### src/pkg/cpe_pkg.sv
package cpe_pkg;

   // Event-select layout.
   localparam int EVSEL_W         = 16;
   localparam int EVCODE_LSB      = 0;
   localparam int EVCODE_W        = 8;
   localparam int UMASK_LSB       = 8;
   localparam int UMASK_W         = 8;
   localparam int CORE_SPEC_MSB   = 15;
   localparam int CORE_SPEC_LSB   = 14;
   localparam int EVSEL_RESET     = 0;
   localparam int COUNT_RESET     = 0;

   // Event codes.
   localparam logic [7:0] EV_L2_REFUSAL   = 8'h30;
   localparam logic [7:0] EV_L2_IDLE_REQ  = 8'h32;
   localparam logic [7:0] EV_UNHALTED     = 8'h3C;
   localparam logic [7:0] EV_FIRST_LEVEL_PREFETCH_REQUEST_EVENT  = 8'h4F;
   localparam logic [7:0] EV_EXT_SNOOP    = 8'h77;
   localparam logic [7:0] EV_DC_SHARE     = 8'h78;
   localparam logic [7:0] EV_BUS_IDLE     = 8'h7D;
   localparam logic [7:0] EV_BUS_DRDY     = 8'h62;

   // Unit masks, low six bits.
   localparam logic [5:0] UM_CORE_CYC     = 6'h00;
   localparam logic [5:0] UM_REF_CYC      = 6'h01;
   localparam logic [5:0] UM_SERIAL_CYC   = 6'h02;
   localparam logic [5:0] UM_SHARE_SNOOP  = 6'h01;
   localparam logic [5:0] UM_ALL_AGENTS   = 6'h20;

   // Core specificity.
   localparam logic [1:0] SPEC_THIS       = 2'b01;
   localparam logic [1:0] SPEC_ALL        = 2'b11;

   localparam int MAX_INC_W       = 3;

endpackage

### src/verilog/cpe_sync2.sv
`timescale 1ns/1ps
module cpe_sync2 #(
   parameter int W = 1
) (
   input  wire logic         MCLK,
   input  wire logic         RST,
   input  wire logic [W-1:0] d,
   output logic      [W-1:0] q
);
   logic [W-1:0] s1_reg;
   logic [W-1:0] s1_next;
   logic [W-1:0] s2_reg;
   logic [W-1:0] s2_next;

   always_comb begin
      s1_next = d;
      s2_next = s1_reg;
   end

   // Only the second stage is read downstream.
   always_ff @(posedge MCLK) begin
      if (RST) begin
         s1_reg <= '0;
         s2_reg <= '0;
      end else begin
         s1_reg <= s1_next;
         s2_reg <= s2_next;
      end
   end

   assign q = s2_reg;
endmodule

### src/verilog/cpe_counter.sv
`timescale 1ns/1ps
// Summary of operation
// - A counter advances only while its core runs code or services a snoop.
// - A halted core being snooped still counts as active.
// - Bits 15:14 of the select pick this core or all cores; 11B means all.
// - Event 3CH cycle counts never advance on a halted core, snooped or not.
// - Bus data-ready event with mask 20H counts all agents' activity.
// - Event 30H counts cycles where the second-level cache refuses requests.
// - Event 32H counts cycles with no requests to the second-level cache.
// - Event 3C mask 00H counts each core clock while active, not halted.
// - Event 3C mask 01H counts each bus clock while the core is not halted.
// - Event 3C mask 02H counts bus clocks running while the other core halts.
// - Event 4FH counts each prefetch request; refused retries count again.
// - Event 78H mask 01H counts data cache snoops for the other core.
// - Event 7DH counts bus cycles with no outstanding transaction of ours.
// - Event 77H counts clean, hit and modified-hit external snoop responses.
// - Counts stall on halt unless snooped, whether core-specific or all-core.
module cpe_counter
   import cpe_pkg::*;
#(
   parameter int COUNT_W = 40
) (
   input  wire logic                 MCLK,
   input  wire logic                 RST,
   input  wire logic [EVSEL_W-1:0]   EVENT_SELECT,
   input  wire logic                 SELECT_WE,
   input  wire logic                 COUNT_CLEAR,
   input  wire logic                 CORE_HALTED,
   input  wire logic                 CORE_SNOOPED,
   input  wire logic                 OTHER_HALTED,
   input  wire logic                 OTHER_SNOOPED,
   input  wire logic                 BUS_CLK_TICK,
   input  wire logic                 L2_REFUSE,
   input  wire logic                 L2_REQ_ANY,
   input  wire logic                 FIRST_LEVEL_PREFETCH_REQUEST_EVENT_THIS,
   input  wire logic                 FIRST_LEVEL_PREFETCH_REQUEST_EVENT_OTHER,
   input  wire logic                 DC_SHARE_SNOOP,
   input  wire logic                 BUS_PENDING,
   input  wire logic [1:0]           EXT_SNOOP_RESP,
   input  wire logic                 BUS_DRDY_THIS,
   input  wire logic                 BUS_DRDY_ANY,
   output logic      [COUNT_W-1:0]   COUNT,
   output logic      [EVSEL_W-1:0]   SELECT_READBACK,
   output logic                      CORE_ACTIVE
);

   // Refused at elaboration: below 8 bits a busy event wraps within a few cycles,
   // and above 64 bits the readback path has no room.
   if (COUNT_W < 8 || COUNT_W > 64) begin : g_bad_count_w
      $error("COUNT_W must lie between 8 and 64");
   end
   // The increment must hold two strobes in one cycle.
   if (MAX_INC_W < 2) begin : g_bad_inc_w
      $error("MAX_INC_W must be at least 2");
   end

   ////////////////////////////////////////////////////////////////////////
   // The bus tick and snoop response cross from another domain; synchronise them first.
   // The response code is only told apart from none, so a skew between its two bits can at worst
   // lose one cycle when one response follows another with no idle code between them.

   logic [2:0] bus_raw;
   logic [2:0] bus_sync;
   assign bus_raw = {BUS_CLK_TICK, EXT_SNOOP_RESP};

   cpe_sync2 #(
      .W (3)
   ) u_sync (
      .MCLK (MCLK),
      .RST  (RST),
      .d    (bus_raw),
      .q    (bus_sync)
   );

   function automatic logic [MAX_INC_W-1:0] add2(input logic a, input logic b);
      add2 = MAX_INC_W'({1'b0, a} + {1'b0, b});
   endfunction

   ////////////////////////////////////////////////////////////////////////
   // Event selection and increment.

   logic [EVSEL_W-1:0]   evsel_reg;
   logic [EVSEL_W-1:0]   evsel_next;
   logic [COUNT_W-1:0]   count_reg;
   logic [COUNT_W-1:0]   count_next;
   logic                 active_reg;
   logic                 active_next;
   logic [EVCODE_W-1:0]  code;
   logic [5:0]           um;
   logic [1:0]           spec;
   logic                 all_cores;
   logic                 all_agents;
   logic                 active;
   logic                 running;
   logic                 bus_tick;
   logic                 snoop_resp;
   logic [MAX_INC_W-1:0] inc;

   assign code       = evsel_reg[EVCODE_LSB +: EVCODE_W];
   assign um         = evsel_reg[UMASK_LSB +: CORE_SPEC_LSB - UMASK_LSB];
   assign spec       = evsel_reg[CORE_SPEC_MSB:CORE_SPEC_LSB];
   assign all_cores  = (spec == SPEC_ALL);
   assign running    = !CORE_HALTED;
   assign active     = running || CORE_SNOOPED;
   // The other core's snoop state qualifies no event here; it stays at the pins for events to come.
   assign all_agents = (um == UM_ALL_AGENTS) || all_cores;
   assign bus_tick   = bus_sync[2];
   // Only a response code other than none is counted.
   assign snoop_resp = (bus_sync[1:0] != 2'b00);

   always_comb begin
      inc = '0;
      if (code == EV_UNHALTED) begin
         // Snoops do not wake these cycle counts.
         if (um == UM_CORE_CYC) begin
            inc = add2(running, 1'b0);
         end else if (um == UM_REF_CYC) begin
            inc = add2(running && bus_tick, 1'b0);
         end else if (um == UM_SERIAL_CYC) begin
            inc = add2(running && OTHER_HALTED && bus_tick, 1'b0);
         end
      end else if (code == EV_L2_REFUSAL) begin
         inc = add2(L2_REFUSE, 1'b0);
      end else if (code == EV_L2_IDLE_REQ) begin
         inc = add2(!L2_REQ_ANY, 1'b0);
      end else if (code == EV_FIRST_LEVEL_PREFETCH_REQUEST_EVENT) begin
         // A retried request shows again on the strobe and is counted again.
         if (all_cores) begin
            inc = add2(FIRST_LEVEL_PREFETCH_REQUEST_EVENT_THIS, FIRST_LEVEL_PREFETCH_REQUEST_EVENT_OTHER);
         end else begin
            inc = add2(FIRST_LEVEL_PREFETCH_REQUEST_EVENT_THIS, 1'b0);
         end
      end else if (code == EV_DC_SHARE) begin
         if (um == UM_SHARE_SNOOP) begin
            inc = add2(DC_SHARE_SNOOP, 1'b0);
         end
      end else if (code == EV_BUS_IDLE) begin
         inc = add2(bus_tick && !BUS_PENDING, 1'b0);
      end else if (code == EV_EXT_SNOOP) begin
         inc = add2(snoop_resp, 1'b0);
      end else if (code == EV_BUS_DRDY) begin
         if (all_agents) begin
            inc = add2(BUS_DRDY_ANY, 1'b0);
         end else begin
            inc = add2(BUS_DRDY_THIS, 1'b0);
         end
      end
   end

   always_comb begin
      evsel_next  = SELECT_WE ? EVENT_SELECT : evsel_reg;
      active_next = active;
      count_next  = count_reg;
      // Clear wins over a same-cycle increment, so a count read right after a clear is zero.
      if (COUNT_CLEAR) begin
         count_next = '0;
      end else if (active) begin
         // Unmatched codes give zero increment.
         count_next = count_reg + COUNT_W'(inc);
      end
   end

   always_ff @(posedge MCLK) begin
      // Reset leaves the select at a code that matches no event, so nothing counts until it is loaded.
      if (RST) begin
         evsel_reg  <= EVSEL_W'(EVSEL_RESET);
         count_reg  <= COUNT_W'(COUNT_RESET);
         active_reg <= 1'b0;
      end else begin
         evsel_reg  <= evsel_next;
         count_reg  <= count_next;
         active_reg <= active_next;
      end
   end

   ////////////////////////////////////////////////////////////////////////
   // Outputs.
   // The count wraps silently at full scale, so software must read it often enough to see each wrap.
   // The active flag shows the qualifier one cycle late, as it is registered like every output.

   assign COUNT           = count_reg;
   assign SELECT_READBACK = evsel_reg;
   assign CORE_ACTIVE     = active_reg;

endmodule

### config.mk
export PLATFORM = sky130hd
export DESIGN_NAME = cpe_counter
export DESIGN_NICKNAME = d
export VERILOG_FILES = /design/src/pkg/cpe_pkg.sv /design/src/verilog/cpe_sync2.sv /design/src/verilog/cpe_counter.sv
export SDC_FILE = /design/constraint.sdc
export NUM_CORES = 1
export LEC_CHECK = 0
export BUFFER_PORTS_ARGS = -buffer_cell sky130_fd_sc_hd__buf_2
export CAP_MARGIN = 10
export CORE_MARGIN = 1
export CORE_UTILIZATION = 25
export DETAILED_ROUTE_END_ITERATION = 6
export PLACE_DENSITY = 0.42
export SLEW_MARGIN = 20
export SYNTH_ARGS = -nofsm -noshare
export SYNTH_HDL_FRONTEND = slang
export SYNTH_HIERARCHICAL = 1
export SYNTH_SLANG_ARGS = --single-unit
### constraint.sdc
create_clock -name MCLK -period 3.6 [get_ports MCLK]
set_input_delay 0.54 -clock MCLK [delete_from_list [all_inputs] [get_ports MCLK]]
set_output_delay 0.54 -clock MCLK [all_outputs]
set_load 0.02 [all_outputs]
# == Word-level counts from Yosys, hierarchy flattened ==
# Cells that the tools add are included.
# word_totals
elab_cells,45
ff_bits,63
out_inout_bits,57
input_bits,35
# op_classes
eq_ne,12
n_mux,14
add_sub_neg,2
reduce_logical,12
# ops
op,n
40-bit by 3-bit adder with 40-bit output,1
8-bit by 7-bit equality test with 1-bit output (second input constant),5
8-bit by 6-bit equality test with 1-bit output (second input constant),3
3-bit 2-to-1 mux,5
1-bit 2-to-1 mux,8
6-bit by 1-bit equality test with 1-bit output (second input constant),1
6-bit by 2-bit equality test with 1-bit output (second input constant),1
6-bit equality test (second input constant),1
6-bit zero test,1
1-bit logical AND,4
1-bit zero test,3
1-bit by 1-bit adder with 2-bit output,1
2-bit equality test (second input constant),1
1-bit logical OR,2
2-bit 2-to-1 mux,1
2-bit nonzero test,1
2-bit OR reduction,1

# == Logic depth before layout (Yosys ltp) ==
# Gate-level depths: netlist (run 1).
# depth
depth_word,12
ltp_mapped,14
mapped_depth_nobuf,11

# == Cells and area by module ==
# The synthesis (run 1) kept the hierarchy.
# by_module_without_submodules
module,cells_per_inst,seq_area_each_um2,area_each_um2,n_inst
cpe_counter,326,1141.1,2821.5,1
cpe_sync2,12,120.1,157.7,1

# == Worst setup path before layout (run 1) ==
# Ideal clock, no wire load.
# synth_timing
path_type,input port to flip-flop
from,in FIRST_LEVEL_PREFETCH_REQUEST_EVENT_THIS
to,"reg count_reg[24], in the netlist COUNT[24]"
n_path_buf,2
setup_slack_ns,0.583
stages,13
required_time_ns,3.472
arrival_time_ns,2.889
cell_sequence,ha_1 mux2_2 o2bb2ai_1 a2111oi_0 nor2_1 ha_1 fa_1 and4_1 clkbuf_1 nand3_2 buf_2 xor2_1 nor2_1
# synth_between
elab_chain_cells,7
# synth_rtl
element,line_no,rtl
start: declaration,cpe_counter.sv:35,"input wire logic FIRST_LEVEL_PREFETCH_REQUEST_EVENT_THIS,"
1-bit by 1-bit adder with 2-bit output,cpe_counter.sv:76,"add2 = MAX_INC_W'({1'b0, a} + {1'b0, b});"
2-bit 2-to-1 mux (*),cpe_counter.sv:128,if (all_cores) begin
3-bit 2-to-1 mux (*),cpe_counter.sv:126,end else if (code == EV_FIRST_LEVEL_PREFETCH_REQUEST_EVENT) begin
3-bit 2-to-1 mux (*),cpe_counter.sv:124,end else if (code == EV_L2_IDLE_REQ) begin
3-bit 2-to-1 mux (*),cpe_counter.sv:122,end else if (code == EV_L2_REFUSAL) begin
3-bit 2-to-1 mux (*),cpe_counter.sv:113,if (code == EV_UNHALTED) begin
40-bit by 3-bit adder with 40-bit output (*),cpe_counter.sv:159,count_next = count_reg + COUNT_W'(inc);
end signal: assignment,cpe_counter.sv:167,count_reg <= COUNT_W'(COUNT_RESET);
end signal: assignment,cpe_counter.sv:171,count_reg <= count_next;
end: declaration,cpe_counter.sv:84,logic [COUNT_W-1:0] count_reg;
# Mark *: on every way between the ends. The rest lies on a longest branch, timed or not.
# A chain may end at the register's enable or synchronous reset.

# == Worst setup path after layout (run 1) ==
# layout_timing
from,"reg evsel_reg[6], in the netlist SELECT_READBACK[6]"
to,"reg count_reg[34], in the netlist COUNT[34]"
# layout_between
elab_chain_cells,10
word_cells_on_any_way,17
# layout_rtl
element,line_no,rtl
start: declaration,cpe_counter.sv:82,logic [EVSEL_W-1:0] evsel_reg;
start signal: assignment,cpe_counter.sv:166,evsel_reg <= EVSEL_W'(EVSEL_RESET);
start signal: assignment,cpe_counter.sv:170,evsel_reg <= evsel_next;
8-bit by 7-bit equality test with 1-bit output,cpe_counter.sv:141,end else if (code == EV_BUS_DRDY) begin
1-bit 2-to-1 mux,cpe_counter.sv:141,
1-bit 2-to-1 mux,cpe_counter.sv:139,end else if (code == EV_EXT_SNOOP) begin
1-bit 2-to-1 mux,cpe_counter.sv:137,end else if (code == EV_BUS_IDLE) begin
3-bit 2-to-1 mux,cpe_counter.sv:133,end else if (code == EV_DC_SHARE) begin
3-bit 2-to-1 mux,cpe_counter.sv:126,
3-bit 2-to-1 mux,cpe_counter.sv:124,
3-bit 2-to-1 mux,cpe_counter.sv:122,
3-bit 2-to-1 mux (*),cpe_counter.sv:113,
40-bit by 3-bit adder with 40-bit output (*),cpe_counter.sv:159,
# Marks and branches as above.

==> results by group, run 1 <==
Route
  • Starting DRT DRC Count: 142
  • DRT Pass-1 Iters: 6
  • DR vias/cell: roughly 4.8
  • Detail Route Antenna Nets: 0
  • DRC Markers: 20
  • WL per Instance: between 10 and 15 um
  • Via count: ~2800
  • Final wirelength: approximately 8 mm

Clock network
  • Post_cts resized: 0
  • # H-tree levels: 3
  • Clk_lat worst skew: ~0.33 ns
  • Hold buffers post-CTS: 0
  • Reg clk slew, reported paths: roughly 0.050 ns
  • CTS tree: built
  • CTS root buf: clkbuf_16
  • Clock buffer depth: 2
  • TritonCTS Buffers: 9
  • CTS Sinks: 63
  • Setup Buffers After CTS: 0

Timing
  • Slew Limit Fails: 0
  • Clock period minus worst slack: roughly 3.3 ns
  • Max-slew headroom: 0.508
  • RSZ-0062 raised after global routing: false
  • Fin Setup TNS: 0 ns
  • Clock skew: approximately 0.0054 ns
  • Slew @ Worst Pin: roughly 0.74 ns
  • Final setup vio count: 0
  • Fin crit share: 0.917
  • Top achievable clock speed: 0.303 GHz
  • Fin. Hold Viols: 0

Worst hold path
  • Min-Delay Endpoint: u_sync/s1_reg[1]$_SDFF_PP0_
  • Hold depth: 2
  • Hold crit path type: in2reg
  • HP Start: EXT_SNOOP_RESP[1]

Setup path
  • CP max FO: 12
  • Setup CP Type: reg2reg
  • Worst Path Arrival: approximately 3.6 ns
  • R2R Setup Slk: approximately 0.3 ns
  • Worst-case reg-to-reg path depth: 11
  • Worst r2r dst: COUNT[34]$_SDFFE_PP0P_
  • R2r startpoint: SELECT_READBACK[6]$_SDFFE_PP0P_
  • CP required: roughly 3.9 ns
  • Crit end category: flip-flop
  • Startpoint types: flip-flop

Global routing
  • Initial antenna violation count: 0
  • Global route overflow: 0
  • Pin count of the biggest net entering global routing: 38
  • All-Layer GR Usage: 0.137
  • Vias in the first global route: approximately 2600
  • First-pass GRT wire length: between 10 and 15 mm

Pwr
  • Sequential power share: 0.442
  • Logic pwr share: 0.065
  • Switch share: 0.237
  • Switch Pwr: 391 uW
  • Clock network power share: 0.493
  • Pwr/cell area: between 400 and 500 mW/mm^2
  • VDD IR max: between 0.15 and 0.2 mV
  • Static Leak: between 0.0015 and 0.002 uW
  • Cell Int Power: between 1000 and 1500 uW

Synth
  • Mapped Cells: between 300 and 400
  • Most used DFF post-synth: dfxtp_1
  • Top post-synthesis cells by count: dfxtp_1, nor2_1, nand2_1
  • Post-Syn Nets: about 380
  • Ys async rst share: 0
  • Synthesis-stage register bit count: 63
  • Post-synth EDFFs: 0
  • Top cell type's share of synthesized area: 0.423
  • Netlist Area Pre-Place: slightly below 0.003 sq mm
  • Post-synthesis sequential area ratio: 0.423
  • Leading area contributor after synthesis: dfxtp_1
  • Synth cell types: 50
  • Synth Warn #: 6
  • Top cells by area, synth: dfxtp_1, nor2_1, mux2i_1
  • Synth Area per Inst: 8.81 sq um
  • Most frequent cell after synthesis: dfxtp_1

Final layout
  • Flip-flop count of the largest register after layout: 40
  • Fill cells: approximately 1200
  • Post-layout util: 0.333
  • Number of antenna cells inserted: 0
  • Multi-input combinational cell area: approximately 0.0016 sq mm
  • FF+latch area: between 0.001 and 0.0015 sq mm
  • Nets: between 400 and 500
  • Layout cells sized above 1: 0.280
  • Area delta synth->final: 28.6%

Status
  • Failing checks: design-rule violations
  • Status: complete, but fails checks

Floorplan
  • Chip Height: between 100 and 150 um
  • Die W: about 110 um
  • Num rows: 39
  • Io pins: 92
  • Initial core utilization: 0.259
  • Core area: roughly 0.012 sq mm
  • Die area: 0.0124 sq mm

Placement
  • Final Wtd Congestion: between 0.7 and 0.8
  • PortBufs: 90
  • Hpwl dp: between 5 and 6 mm

Run
  • Maximum capacitance violations: 0
## metal layers
metal  global-route usage  vias up  routed length, um
met2                0.214       73               3620
met4               0.0739        0                206
met1                0.170     1279               3890
li1                     -     1389                  -
met5                    0        -                  0
met3               0.0383       14                430
## logic make-up after synthesis
| kind of cell | share of synthesized area |
|---|---|
| and+or+nand+nor | 0.305 |
| AOI/OAI and AO/OA | 0.0853 |
| adders and majority gates | 0.0193 |
| buffers and inverters | 0.0315 |
| DFF | 0.423 |
| muxes | 0.0710 |
| xor gates and xnor gates | 0.0647 |
## stage by stage
stage / worst slack, ns / area (sq um) / hold WS [ns] / cells / total power (uW)
2_1_floorplan: 0.583 / 2980 / 0.414 / 338 / 804
3_3_place_gp: 0.322 / 3560 / 0.418 / 556 / 851
3_5_place_dp: 0.311 / 3560 / 0.424 / 556 / 852
4_1_cts: 0.348 / 3830 / 0.409 / 572 / 1680
5_1_grt: 0.0502 / 3830 / 0.419 / 572 / 1720
6_report: 0.300 / 3830 / 0.420 / 572 / 1650
## layout make-up
class,count,share of cell area
Sequential cell,63,0.329
Timing Repair Buffer,92,0.121
Inverter,7,0.00686
Multi-Input combinational cell,251,0.424
Clock buffer,12,0.0669
Clock inverter,4,0.00522
Tap cell,143,0.0467
## worst max-delay path, cell delays in order, from the launching register on
cell       delay (ns)
dfxtp_1          0.39
nor4bb_1         0.47
and4_1           0.32
o2bb2ai_1        0.15
o22ai_1          0.10
nor2_1           0.13
ha_1             0.22
fa_1             0.23
and4_1           0.38
nand3_2          0.26
or4_1            0.52
nand2_1          0.07
## power by group through the flow
stage / clock [uW] / sequential (uW) / combinational (uW)
global route: 874 / 730 / 118
finish: 811 / 728 / 107
detailed placement: 0 / 743 / 108
global placement: 0 / 743 / 108
CTS: 838 / 728 / 109
floorplan: 0 / 752 / 51.4
## cells in the final DEF, fill, tap and decap left out, types with 2 or more instances in the layout
cell,count
nor4_1,11
mux2i_1,20
buf_4,2
a41o_1,2
and3_1,2
dfxtp_1,63
a32oi_1,2
xnor2_1,12
o41ai_1,2
nor2_1,55
xor2_1,10
nand3_1,14
and4_1,6
o21ai_0,3
nand2b_1,4
nand3_2,2
nand2_1,27
ha_1,3
clkinv_2,4
a31o_2,2
nor2b_1,10
a31oi_1,3
or4_1,7
buf_2,90
clkbuf_16,9
nor3_1,5
a21oi_1,5
or3_1,5
or2_2,2
o211ai_1,6
inv_1,7
clkbuf_8,2
nand4_1,10
o311ai_0,3
## how the worst max path moves through the flow
stage | from | end | slack (ns) | cells past startpoint
5_1_grt | SELECT_READBACK[6]$_SDFFE_PP0P_ | COUNT[37]$_SDFFE_PP0P_ | 0.05 | 11
6_report | SELECT_READBACK[6]$_SDFFE_PP0P_ | COUNT[34]$_SDFFE_PP0P_ | 0.30 | 11
3_3_place_gp | FIRST_LEVEL_PREFETCH_REQUEST_EVENT_THIS | COUNT[24]$_SDFFE_PP0P_ | 0.32 | 12
2_1_floorplan | FIRST_LEVEL_PREFETCH_REQUEST_EVENT_THIS | COUNT[24]$_SDFFE_PP0P_ | 0.58 | 13
3_5_place_dp | OTHER_HALTED | COUNT[24]$_SDFFE_PP0P_ | 0.31 | 12
4_1_cts | SELECT_READBACK[6]$_SDFFE_PP0P_ | COUNT[34]$_SDFFE_PP0P_ | 0.35 | 11
No activity file was read; power rests on OpenSTA's default activity.
==> inputs of run 2 (changes only) <==
- CTS_BUF_LIST: default -> sky130_fd_sc_hd__clkbuf_8
==> run 2 against run 1 <==
Effect of this change: the run still ends with design-rule violations left; power is 15% lower; routed wire length hardly changed; die area stayed put; final area is 2.6% lower; count of clock-buffer cells in the layout is 1 lower; combinational power hardly changed; worst setup slack better by 0.0088 ns; non-clock buffer count stayed put; sequential cell count stayed put; clock skew is 0.0035 ns higher; clock power is 30% lower; fmax is 0.27% higher; critical endpoint unchanged; largest cell class unchanged.
==> results by group, run 2 (synthesized netlist as in run 1, its figures left out) <==
Setup path
  • Buffers & Inverters on Critical Path: 0 (unchanged)
  • R2R Setup Slk: 0.31 ns (was 0.30 ns)
  • Startpoint types: flip-flop (unchanged)
  • Worst r2r dst: COUNT[34]$_SDFFE_PP0P_ (unchanged)
  • Largest delay share family, worst path: simple AND/OR/NAND/NOR gates (unchanged)
  • Slowest cell on crit path: or4_1 (unchanged)
  • Setup CP Type: reg2reg (unchanged)
  • CP required: 3.90 ns (was 3.88 ns)
  • CP max FO: 12 (unchanged)
  • Crit end category: flip-flop (unchanged)
  • Worst-case reg-to-reg path depth: 11 (unchanged)
  • R2r startpoint: SELECT_READBACK[10]$_SDFFE_PP0P_ (was SELECT_READBACK[6]$_SDFFE_PP0P_)
  • Slowest stage delay, CP: 0.52 ns (about the same)
  • Crit path cell chain: nor4_1, o311ai_0, a32oi_1, o22ai_1, nor2_1, ha_1, fa_1, and4_1, nand3_2, or4_1, nand2_1 (was nor4bb_1, and4_1, o2bb2ai_1, o22ai_1, nor2_1, ha_1, fa_1, and4_1, nand3_2, or4_1, nand2_1)
  • Worst Path Arrival: 3.59 ns (was 3.58 ns)

Timing
  • Clock period minus worst slack: 3.29 ns (was 3.30 ns)
  • Clock skew: 0.00895 ns (was 0.00543 ns)
  • RSZ-0062 raised after global routing: false (unchanged)
  • Fin. Hold Viols: 0 (unchanged)
  • Max-slew headroom: 0.507 (was 0.508)
  • Fin Setup TNS: 0 ns (unchanged)
  • Slew Limit Fails: 0 (unchanged)
  • Final setup vio count: 0 (unchanged)
  • Slew @ Worst Pin: 0.740 ns (was 0.738 ns)
  • Top achievable clock speed: 0.304 GHz (was 0.303 GHz)
  • Fin crit share: 0.914 (was 0.917)

Floorplan
  • Die area: 0.0124 sq mm (unchanged)
  • Chip Height: 111 um (unchanged)
  • Num rows: 39 (unchanged)
  • Core area: 0.0115 sq mm (unchanged)
  • Die W: 111 um (unchanged)
  • Initial core utilization: 0.259 (unchanged)
  • Io pins: 92 (unchanged)

Status
  • Failing checks: design-rule violations (unchanged)
  • Status: complete, but fails checks (unchanged)

Clock network
  • # H-tree levels: 3 (unchanged)
  • CTS root buf: clkbuf_8 (was clkbuf_16)
  • CTS Sinks: 63 (unchanged)
  • TritonCTS Buffers: 9 (unchanged)
  • Clk_lat worst skew: 0.35 ns (was 0.33 ns)
  • Reg clk slew, reported paths: 0.07 ns (was 0.05 ns)
  • Clock buffer depth: 2 (unchanged)
  • Setup Buffers After CTS: 0 (unchanged)
  • Post_cts resized: 0 (unchanged)
  • CTS tree: built (unchanged)
  • Hold buffers post-CTS: 0 (unchanged)

Final layout
  • Flip-flop count of the largest register after layout: 40 (unchanged)
  • Commonest non-fill, non-tap cell in the layout: buf_2 (unchanged)
  • Layout cells sized above 1: 0.280 (unchanged)
  • Multi-input combinational cell area: 0.00162 sq mm (unchanged)
  • Commonest cells after routing, fill and taps aside: buf_2, dfxtp_1, nor2_1 (unchanged)
  • Nets: 463 (unchanged)
  • Fill cells: 1231 (was 1223)
  • Number of antenna cells inserted: 0 (unchanged)
  • Post-layout util: 0.324 (was 0.333)
  • FF+latch area: 0.00126 sq mm (unchanged)
  • Area delta synth->final: 25.2% (was 28.6%)

Worst hold path
  • Min-Delay Endpoint: u_sync/s1_reg[1]$_SDFF_PP0_ (unchanged)
  • HP Start: EXT_SNOOP_RESP[1] (unchanged)
  • Hold depth: 2 (unchanged)
  • Hold crit path type: in2reg (unchanged)

Placement
  • Final Wtd Congestion: 0.768 (unchanged)
  • PortBufs: 90 (unchanged)
  • Hpwl dp: 5.70 mm (unchanged)

Global routing
  • First-pass GRT wire length: 13.1 mm (was 13.2 mm)
  • All-Layer GR Usage: 0.137 (unchanged)
  • Pin count of the biggest net entering global routing: 38 (unchanged)
  • Initial antenna violation count: 0 (unchanged)
  • Global route overflow: 0 (unchanged)
  • Vias in the first global route: 2563 (was 2559)

Route
  • DRT Pass-1 Iters: 6 (unchanged)
  • Detail Route Antenna Nets: 0 (unchanged)
  • Final wirelength: 8.15 mm (about the same)
  • WL per Instance: 14.2 um (about the same)
  • Starting DRT DRC Count: 147 (was 142)
  • Via count: 2741 (was 2755)
  • DRC Markers: 20 (unchanged)
  • DR vias/cell: 4.79 (was 4.82)

Pwr
  • VDD IR max: 0.131 mV (was 0.164 mV)
  • Pwr/cell area: 375 mW/mm^2 (was 430 mW/mm^2)
  • Static Leak: 0.00163 uW (was 0.00167 uW)

Run
  • Maximum capacitance violations: 0 (unchanged)
## run 2: changes by cell type in the layout (fill, tap and decap cells not counted), sizes merged
cell and delta:
clkbuf -1, inv +1
## run 2: worst reg2reg max path, delay by kind of cell (launching register included)
kind | cells | cell delay, ns
and+or+nand+nor | 6 | 1.71
AOI/OAI and AO/OA | 3 | 0.73
adders and majority gates | 2 | 0.44
DFF | 1 | 0.35
## run 2: power by group
| part | total [uW] | switching (uW) | internal (uW) | leakage [uW] |
|---|---|---|---|---|
| clock | 565 | 285 | 280 | 0.000100 |
| sequential | 727 | 16.0 | 711 | 0.000512 |
| combinational | 107 | 61.7 | 45.2 | 0.00102 |
| total | 1400 | 363 | 1040 | 0.00163 |
## run 2: worst max path at each step
stage,from,to,slack [ns],cells after the start
global placement,FIRST_LEVEL_PREFETCH_REQUEST_EVENT_THIS,COUNT[24]$_SDFFE_PP0P_,0.32,12
global route,SELECT_READBACK[6]$_SDFFE_PP0P_,COUNT[34]$_SDFFE_PP0P_,0.06,11
CTS,SELECT_READBACK[6]$_SDFFE_PP0P_,COUNT[34]$_SDFFE_PP0P_,0.35,11
finish,SELECT_READBACK[10]$_SDFFE_PP0P_,COUNT[34]$_SDFFE_PP0P_,0.31,11
floorplan,FIRST_LEVEL_PREFETCH_REQUEST_EVENT_THIS,COUNT[24]$_SDFFE_PP0P_,0.58,13
detailed placement,OTHER_HALTED,COUNT[24]$_SDFFE_PP0P_,0.31,12
## run 2: through the flow
| step | instance area [sq um] | std cells | power, uW | setup WS, ns | hold WS [ns] |
|---|---|---|---|---|---|
| final | 3730 | 572 | 1400 | 0.309 | 0.400 |
| after CTS | 3730 | 572 | 1430 | 0.346 | 0.375 |
| after global placement | 3560 | 556 | 851 | 0.322 | 0.418 |
| after floorplan | 2980 | 338 | 804 | 0.583 | 0.414 |
| after detailed placement | 3560 | 556 | 852 | 0.311 | 0.424 |
| after global routing | 3730 | 572 | 1470 | 0.0572 | 0.390 |
## run 2: area by class of cell
class                   instances  area share
well taps                     143      0.0480
clock inverters                 5     0.00637
repair buffers                 92       0.125
clock buffers                  11      0.0406
multi-input cells             251       0.435
flip-flops and latches         63       0.338
inverters                       7     0.00704
## run 2: metal layers
| layer | track usage | up-vias | share of wire |
|---|---|---|---|
| met1 | 0.167 | 1272 | 0.49 |
| met3 | 0.0366 | 8 | 0.048 |
| met5 | 0 | - | 0 |
| met4 | 0.0820 | 0 | 0.015 |
| met2 | 0.215 | 72 | 0.45 |
| li1 | - | 1389 | - |
